### src/hdl/fabric_pkg.sv
// How it works
// - the program path takes a 21-bit fetch address and returns a 16-bit word on its read bus.
// - program memory writes carry only the low sixteen bits of the 32-bit core write bus.
// - the primary path has a 24-bit address, byte/word/long sizes, and a 32-bit read bus.
// - the secondary path serves word reads only and returns them on its own 16-bit bus.
// - every byte access has the top address bit forced to zero.
// - the peripheral register bus runs on the core clock and adds no wait cycles.
// - peripheral writes take the low half of the primary write data and peripheral reads return on the primary bus.
// - the primary data RAM port is 32 bits wide and every other data port is 16 bits.
// - flash control goes through peripheral registers while flash data moves directly.
// - active-low signals are asserted low and active-high signals are asserted high.
// - up to three accesses may proceed in one cycle across program and both data paths.
package fabric_pkg;
  localparam int PAB_W = 21;
  localparam int XAB_W = 24;
  localparam int WORD_W = 16;
  localparam int LONG_W = 32;
  // primary region bounds, range-compared against the whole 24-bit address (word address)
  localparam logic [XAB_W-1:0] RAM_BASE = 24'h000000;
  localparam logic [XAB_W-1:0] RAM_LIMIT = 24'h001FFF;
  localparam logic [XAB_W-1:0] DFLASH_BASE = 24'h004000;
  localparam logic [XAB_W-1:0] DFLASH_LIMIT = 24'h004FFF;
  localparam logic [XAB_W-1:0] PERIPH_BASE = 24'h00F000;
  localparam logic [XAB_W-1:0] PERIPH_LIMIT = 24'h00FFFF;

  typedef enum logic [1:0] {
    SZ_BYTE = 2'h0,
    SZ_WORD = 2'h1,
    SZ_LONG = 2'h2
  } size_e;

  typedef enum logic [3:0] {
    TGT_NONE = 4'h1,
    TGT_RAM = 4'h2,
    TGT_DFLASH = 4'h4,
    TGT_PERIPH = 4'h8
  } target_e;

  typedef struct packed {
    logic rd;
    logic wr;
    size_e size;
    logic [XAB_W-1:0] addr;
    logic [LONG_W-1:0] wdata;
  } pri_req_s;

  typedef struct packed {
    logic rd;
    logic wr;
    logic [XAB_W-1:0] addr;
    logic [WORD_W-1:0] wdata;
  } port16_s;
endpackage

### src/hdl/region_decode.sv
`timescale 1ns/100ps
// primary address region decoder, one-hot target
module region_decode (
  input wire logic [fabric_pkg::XAB_W-1:0] addr,
  output fabric_pkg::target_e target
);
  wire logic in_ram;
  wire logic in_dfl;
  wire logic in_per;
  // range compares
  assign in_ram = addr <= fabric_pkg::RAM_LIMIT;
  assign in_dfl = addr >= fabric_pkg::DFLASH_BASE && addr <= fabric_pkg::DFLASH_LIMIT;
  assign in_per = addr >= fabric_pkg::PERIPH_BASE && addr <= fabric_pkg::PERIPH_LIMIT;
  // exactly one target or none
  assign target = in_ram ? fabric_pkg::TGT_RAM :
                  in_dfl ? fabric_pkg::TGT_DFLASH :
                  in_per ? fabric_pkg::TGT_PERIPH : fabric_pkg::TGT_NONE;
endmodule // region_decode

### src/hdl/core_system_bus_fabric.sv
`timescale 1ns/100ps
// system bus fabric: program path, primary and secondary data paths, peripheral bus
module core_system_bus_fabric (
  input wire logic ref_clk,
  input wire logic nrst,
  // program path from core
  input wire logic prog_rd,
  input wire logic prog_wr,
  input wire logic [fabric_pkg::PAB_W-1:0] prog_addr,
  input wire logic [fabric_pkg::LONG_W-1:0] core_wdata,
  output logic [fabric_pkg::WORD_W-1:0] prog_rdata,
  // primary data path from core
  input wire fabric_pkg::pri_req_s pri_req,
  output logic [fabric_pkg::LONG_W-1:0] primary_rdata,
  output logic pri_unmapped,
  // secondary path from core
  input wire logic sec_rd,
  input wire logic [fabric_pkg::XAB_W-1:0] secondary_data_address_bus,
  output logic [fabric_pkg::WORD_W-1:0] secondary_read_data_bus,
  // program memory side
  output logic pm_rd,
  output logic pm_wr,
  output logic [fabric_pkg::PAB_W-1:0] pm_addr,
  output logic [fabric_pkg::WORD_W-1:0] pm_wdata,
  input wire logic [fabric_pkg::WORD_W-1:0] pm_rdata,
  // primary data RAM, 32 bits
  output logic ram_rd,
  output logic ram_wr,
  output fabric_pkg::size_e ram_size,
  output logic [fabric_pkg::XAB_W-1:0] ram_addr,
  output logic [fabric_pkg::LONG_W-1:0] ram_wdata,
  input wire logic [fabric_pkg::LONG_W-1:0] ram_rdata,
  // secondary data RAM read port, 16 bits
  output logic ram2_rd,
  output logic [fabric_pkg::XAB_W-1:0] ram2_addr,
  input wire logic [fabric_pkg::WORD_W-1:0] ram2_rdata,
  // data flash array of the flash_module, 16 bits, direct data
  output fabric_pkg::port16_s dflash,
  input wire logic [fabric_pkg::WORD_W-1:0] dflash_rdata,
  // peripheral_register_bus, 16 bits, flash control registers live here
  output fabric_pkg::port16_s peripheral_register_bus,
  input wire logic [fabric_pkg::WORD_W-1:0] periph_rdata
);
  fabric_pkg::target_e tgt;
  fabric_pkg::target_e tgt_q;
  logic [fabric_pkg::XAB_W-1:0] pri_addr;
  logic pri_byte;
  logic pri_act;
  logic pri_rd_q;
  logic prog_rd_q;
  logic sec_rd_q;
  logic [fabric_pkg::LONG_W-1:0] pri_rdata_mux;

  // byte accesses are confined to the lower half of the space
  assign pri_byte = pri_req.size == fabric_pkg::SZ_BYTE;
  assign pri_addr = pri_byte ? {1'b0, pri_req.addr[fabric_pkg::XAB_W-2:0]}
                             : pri_req.addr;
  assign pri_act = pri_req.rd | pri_req.wr;

  region_decode u_dec (
    .addr(pri_addr),
    .target(tgt)
  );

  // read data return selected by the target latched with the request
  assign pri_rdata_mux =
    (tgt_q == fabric_pkg::TGT_RAM) ? ram_rdata :
    (tgt_q == fabric_pkg::TGT_DFLASH) ? {16'h0000, dflash_rdata} :
    (tgt_q == fabric_pkg::TGT_PERIPH) ? {16'h0000, periph_rdata} : 32'h00000000;

  // program path request stage
  always_ff @(posedge ref_clk) begin
    if (!nrst) begin
      pm_rd <= 1'b0;
      pm_wr <= 1'b0;
      pm_addr <= '0;
      pm_wdata <= 16'h0000;
    end else begin
      pm_rd <= prog_rd;
      pm_wr <= prog_wr;
      pm_addr <= prog_addr;
      pm_wdata <= core_wdata[fabric_pkg::WORD_W-1:0];
    end
  end

  // primary path request stage, one target selected
  always_ff @(posedge ref_clk) begin
    if (!nrst) begin
      ram_rd <= 1'b0;
      ram_wr <= 1'b0;
      ram_size <= fabric_pkg::SZ_WORD;
      ram_addr <= '0;
      ram_wdata <= 32'h00000000;
      dflash <= '0;
      peripheral_register_bus <= '0;
      pri_unmapped <= 1'b0;
    end else begin
      ram_rd <= pri_req.rd && tgt == fabric_pkg::TGT_RAM;
      ram_wr <= pri_req.wr && tgt == fabric_pkg::TGT_RAM;
      ram_size <= pri_req.size;
      ram_addr <= pri_addr;
      ram_wdata <= pri_req.wdata;
      dflash.rd <= pri_req.rd && tgt == fabric_pkg::TGT_DFLASH;
      dflash.wr <= pri_req.wr && tgt == fabric_pkg::TGT_DFLASH;
      dflash.addr <= pri_addr;
      dflash.wdata <= pri_req.wdata[fabric_pkg::WORD_W-1:0];
      peripheral_register_bus.rd <= pri_req.rd && tgt == fabric_pkg::TGT_PERIPH;
      peripheral_register_bus.wr <= pri_req.wr && tgt == fabric_pkg::TGT_PERIPH;
      peripheral_register_bus.addr <= pri_addr;
      peripheral_register_bus.wdata <= pri_req.wdata[fabric_pkg::WORD_W-1:0];
      pri_unmapped <= pri_act && tgt == fabric_pkg::TGT_NONE;
    end
  end

  // secondary word-read request stage
  always_ff @(posedge ref_clk) begin
    if (!nrst) begin
      ram2_rd <= 1'b0;
      ram2_addr <= '0;
    end else begin
      ram2_rd <= sec_rd;
      ram2_addr <= secondary_data_address_bus;
    end
  end

  // response tracking
  always_ff @(posedge ref_clk) begin
    if (!nrst) begin
      tgt_q <= fabric_pkg::TGT_NONE;
      pri_rd_q <= 1'b0;
      prog_rd_q <= 1'b0;
      sec_rd_q <= 1'b0;
    end else begin
      tgt_q <= pri_req.rd ? tgt : fabric_pkg::TGT_NONE;
      pri_rd_q <= pri_req.rd;
      prog_rd_q <= prog_rd;
      sec_rd_q <= sec_rd;
    end
  end

  // read return registers: memory answers the cycle after the request stage
  always_ff @(posedge ref_clk) begin
    if (!nrst) begin
      prog_rdata <= 16'h0000;
      primary_rdata <= 32'h00000000;
      secondary_read_data_bus <= 16'h0000;
    end else begin
      if (prog_rd_q) begin
        prog_rdata <= pm_rdata;
      end
      if (pri_rd_q) begin
        primary_rdata <= pri_rdata_mux;
      end
      if (sec_rd_q) begin
        secondary_read_data_bus <= ram2_rdata;
      end
    end
  end

  // checks
  property p_byte_msb;
    @(posedge ref_clk) disable iff (!nrst)
      (pri_act && pri_byte) |=>
        (!ram_addr[23] && !dflash.addr[23] && !peripheral_register_bus.addr[23]);
  endproperty
  a_byte_msb: assert property (p_byte_msb) else $error("byte msb not cleared");

  property p_prog_low;
    @(posedge ref_clk) disable iff (!nrst)
      prog_wr |=> (pm_wr && pm_wdata == $past(core_wdata[15:0]));
  endproperty
  a_prog_low: assert property (p_prog_low) else $error("prog write data wrong");

  property p_one_target;
    @(posedge ref_clk) disable iff (!nrst)
      $onehot0({ram_rd | ram_wr, dflash.rd | dflash.wr,
                peripheral_register_bus.rd | peripheral_register_bus.wr});
  endproperty
  a_one_target: assert property (p_one_target) else $error("multiple targets");

  property p_prog_fetch;
    @(posedge ref_clk) disable iff (!nrst)
      prog_rd |=> pm_rd && pm_addr == $past(prog_addr) ##1 prog_rdata == $past(pm_rdata);
  endproperty
  a_prog_fetch: assert property (p_prog_fetch) else $error("fetch path wrong");

  property p_sec_read;
    @(posedge ref_clk) disable iff (!nrst)
      sec_rd |=> ram2_rd ##1 secondary_read_data_bus == $past(ram2_rdata);
  endproperty
  a_sec_read: assert property (p_sec_read) else $error("secondary read wrong");

  property p_periph_nowait;
    @(posedge ref_clk) disable iff (!nrst)
      peripheral_register_bus.rd |=> primary_rdata == {16'h0000, $past(periph_rdata)};
  endproperty
  a_periph_nowait: assert property (p_periph_nowait) else $error("peripheral read late");

  property p_periph_wdata;
    @(posedge ref_clk) disable iff (!nrst)
      (pri_req.wr && tgt == fabric_pkg::TGT_PERIPH) |=>
        peripheral_register_bus.wr && peripheral_register_bus.wdata == $past(pri_req.wdata[15:0]);
  endproperty
  a_periph_wdata: assert property (p_periph_wdata) else $error("peripheral write wrong");

  // flash data writes go straight to the array with the low half of the write bus
  property p_dflash_wdata;
    @(posedge ref_clk) disable iff (!nrst)
      (pri_req.wr && tgt == fabric_pkg::TGT_DFLASH) |=>
        (dflash.wr && dflash.wdata == $past(pri_req.wdata[15:0]));
  endproperty
  a_dflash_wdata: assert property (p_dflash_wdata) else $error("flash write data wrong");

  // an access that hits no region raises the flag and strobes no target
  property p_unmapped;
    @(posedge ref_clk) disable iff (!nrst)
      (pri_act && tgt == fabric_pkg::TGT_NONE) |=>
        (pri_unmapped && !ram_rd && !ram_wr && !dflash.rd && !dflash.wr &&
         !peripheral_register_bus.rd && !peripheral_register_bus.wr);
  endproperty
  a_unmapped: assert property (p_unmapped) else $error("unmapped access routed");

  property p_ram_wide;
    @(posedge ref_clk) disable iff (!nrst)
      ram_rd |=> primary_rdata == $past(ram_rdata);
  endproperty
  a_ram_wide: assert property (p_ram_wide) else $error("ram 32-bit read wrong");

  property p_three;
    @(posedge ref_clk) disable iff (!nrst)
      (prog_rd && sec_rd && pri_req.rd && tgt == fabric_pkg::TGT_RAM) |=>
        (pm_rd && ram2_rd && ram_rd);
  endproperty
  a_three: assert property (p_three) else $error("parallel access dropped");
endmodule // core_system_bus_fabric

### config.mk
export PLATFORM = sky130hd
export DESIGN_NAME = core_system_bus_fabric
export DESIGN_NICKNAME = d
export VERILOG_FILES = /design/src/hdl/fabric_pkg.sv /design/src/hdl/region_decode.sv /design/src/hdl/core_system_bus_fabric.sv
export SDC_FILE = /design/constraint.sdc
export NUM_CORES = 1
export LEC_CHECK = 0
export BUFFER_PORTS_ARGS = -buffer_cell sky130_fd_sc_hd__buf_2
export CAP_MARGIN = 20
export CORE_AREA = 5 5 197 199
export DETAILED_ROUTE_END_ITERATION = 7
export DIE_AREA = 0 0 202 204
export GPL_TIMING_DRIVEN = 0
export HOLD_SLACK_MARGIN = 0.06
export PLACE_DENSITY = 0.44
export SLEW_MARGIN = 20
export SYNTH_ARGS = -nofsm -noshare
export SYNTH_HDL_FRONTEND = slang
export SYNTH_SLANG_ARGS = --single-unit
export TNS_END_PERCENT = 5
### constraint.sdc
create_clock -name ref_clk -period 1.48 [get_ports ref_clk]
set_clock_uncertainty 0.1 [all_clocks]
set_input_delay 0.148 -clock ref_clk [delete_from_list [all_inputs] [get_ports ref_clk]]
set_output_delay 0.148 -clock ref_clk [all_outputs]
set_load 0.05 [all_outputs]
==> impl.org <==
** Synthesis
- Of all cell types, the one taking the most synthesized area is dfxtp_1.
- Main flop type after synthesis :: dfxtp_1
- Post-synthesis net count :: 919
- Counting flops and latches in the post-synthesis netlist gives 198.
- Most common cell in the synthesized netlist :: dfxtp_1
- A synthesized cell averages 10.4 sq um.
- Number of library cell types mapped by synthesis :: 31
- Portion of synthesized cell area occupied by the leading cell type :: 0.561
- Number of enable flip-flop cells after synthesis :: 0
- Register area share after synthesis :: 0.561
- Synth async-reset ratio :: 0
- Yosys synthesis warning count :: 0
- Number of cells produced by synthesis :: 681
- The commonest cells after synthesis are dfxtp_1, and2_1, buf_4, nor2_1, mux2i_1.
- Mapped cell area :: 0.00707 sq mm
- Cell types occupying the most area after synthesis :: dfxtp_1, and2_1, buf_4

** Detailed routing
- After detailed routing, the average wire length per cell comes to 15.8 um.
- Summed over all layers, the routed wires come to 29.8 mm.
- Remaining design rule violation count :: 0
- The first detailed-routing pass ran for 7 iterations.
- Iter 0 DRT Violations :: 184
- Total number of vias :: 7159
- Using the TritonRoute via totals, the vias-per-cell ratio works out to 3.80.
- The detail route stage leaves a number of antenna-violating nets equal to 0.

** Final layout
- The finished layout holds 1884 standard cells, fillers aside.
- After the last flow step, the layout net total stands at 1632.
- Fill cells in the final layout number 3820.
- In the final layout, the share of cells above drive strength 1 is 0.465.
- Summing all non-filler instances in the final layout gives an area of 0.0130 sq mm.
- Area growth from synthesis to layout :: 84.0%
- Utilization of the core after routing :: 0.351

** Floorplanning
- Floorplan die width :: 202 um
- Initial Utilization :: 0.191
- Number of placement rows :: 71
- Core footprint :: 0.0370 sq mm
- The die is 204 um tall.
- Number of top-level pins :: 511
- The die covers 0.0412 sq mm.

** Power and ir drop
- Power per unit of standard cell area :: 1050 mW/mm^2
- Summing internal, switching and leakage power gives 13.7 mW.
- The worst-case IR drop observed on VDD is 770 uV.
- Leakage power figure :: 6.40 nW

** Place
- Including well taps, the total number of placed cells is 1649.
- Place WS :: -313 ps
- Input and output buffers added on the ports amount to 494.
- Once detailed placement completed, the half-perimeter wirelength came to 23.4 mm.
- In this run the cell area measured after placement is 0.0101 sq mm.
- Placer Congestion :: 0.738

** GRT
- The via count of the first global-routing pass is 7483.
- Global routing finished with a remaining overflow of 0.
- In the global route stage, overall resource usage came out at 0.140.
- Maximum number of pins on one net before global-route repair :: 22
- Antenna violations before repair :: 5
- The first global-routing pass estimated 44.1 mm of wire.

** Timing
- Slew at the pin with the worst max-slew slack :: 662 ps
- Number of pins exceeding their max-slew limit in the final report :: 0
- The smallest clock period supported by the final layout is computed as 1420 ps.
- Hold timing on the final database bottoms out at a slack of 42.5 ps.
- Setup total negative slack on the finished layout was measured at 0 ps.
- In the finished design, the share of the clock period the worst path needs comes to 0.960.
- Final-report hold violation count :: 0
- Setup violations remaining at the end of the flow were counted as 0.
- Headroom to the max-slew limit came out at 0.559.
- Worst setup slack after layout :: 58.8 ps
- Based on the critical path, the design can be clocked at up to 704 MHz.

** Clock network
- The tree is rooted in a clkbuf_16.
- Clock tree from TritonCTS :: built
- The clock reaches the later pin of the worst-skew pair after 450 ps.
- Number of clock sinks :: 198
- In this run the number of H-tree levels came out at 4.
- The clock passes through at most 2 buffers.
- In this run, CTS created clock tree buffers numbering 17.
- Clock transition at the registers of the reported paths :: 90 ps

** Flow run
- Max-cap violation count :: 0

** Critical path
- Walking the worst path, the cells encountered are buf_2 -> and3b_1 -> o21ai_1 -> a31oi_1.
- Buffers and inverters on the worst path :: 1
- CP max stage delay :: 420 ps
- Among cell families on the critical path, the largest total delay comes from flip-flops.
- Crit-path slowest cell :: dfxtp_2
- R2r worst-path depth :: 4
- Crit-path max FO :: 10
- Element type at the critical path end :: register
- The worst setup path is launched from a register.
- For the worst setup path, the data required time is 1700 ps.
- The critical path crosses 4 cells after its start point.
- Crit Path Class :: reg2reg
- CP arrival :: 1640 ps

** Min path
- In this run the worst hold path is classified as in2reg.
- Hold depth :: 3

** Run status
- Outcome :: finished, final reports clean
## what timing repair did
action,4_1_cts,5_1_grt
endpoints found under the setup margin,86,61
gates resized for setup,65,39
setup buffers,1,0
hold buffers,199,1
hold endpoints to repair,198,11
pin swaps,1,0
## final cells by class
class,instances,area [sq um],area share
antenna,3,7.51,0.000577
buffer,120,807,0.0620
clock buffer,17,425,0.0327
clock inverter,15,210,0.0162
inverter,2,7.51,0.000577
multi-input combinational,360,2330,0.179
sequential,198,3980,0.306
tap,474,593,0.0456
timing repair buffer,695,4660,0.358
## cells by family after synthesis
kind of cell / count (synthesis) / share of synthesized area
DFF: 198 / 0.561
muxes: 32 / 0.0453
AOI/OAI and AO/OA: 69 / 0.0570
and+or+nand+nor: 259 / 0.223
buffers and inverters: 123 / 0.114
## path summary, 6_finish.rpt
kind                                   startpoint                end  slack [ps]
worst max register to register           tgt_q[3]   primary_rdata[6]          60
worst min-delay path                  pri_req[56]       pri_unmapped          40
worst min register to register  primary_rdata[25]  primary_rdata[25]         370
worst max-delay path                     tgt_q[3]   primary_rdata[6]          60
## report_power, final
| group | switching (mW) | internal, mW |
|---|---|---|
| combinational | 1.89 | 1.15 |
| clock | 2.48 | 2.47 |
| sequential | 0.115 | 5.57 |
## flip-flops by register name, indices dropped and copies added (netlist names), 2 cells and up
signal	count
dflash	2
peripheral_register_bus	26
pm_addr	21
pm_wdata	16
primary_rdata	32
prog_rdata	16
ram2_addr	24
ram_size	2
ram_wdata	32
secondary_read_data_bus	16
tgt_q	4
## placed cells by master, fill, tap and decap left out, types with 17 or more instances in the layout
master and instances:
o21ai_0 20, buf_4 151, mux2i_1 32, nor2_1 38
and2_1 121, clkbuf_1 19, and3b_1 31, nand2_1 17
clkbuf_16 17, dlygate4sd3_1 199, dfxtp_1 189, buf_2 436
nand2b_1 17
## layer usage
layer  GRT usage  up-vias  wire [um]
li1            -     3579          -
met1       0.159     3298      12100
met2       0.252      248      15400
met3      0.0425       32       1790
met4      0.0425        2        538
met5           0        -          7
## worst reg2reg max path, stage by stage (launching register included)
cell	delay, ps
dfxtp_2	420
buf_2	220
and3b_1	200
o21ai_1	230
a31oi_1	130
No activity file was read; power rests on OpenSTA's default activity.
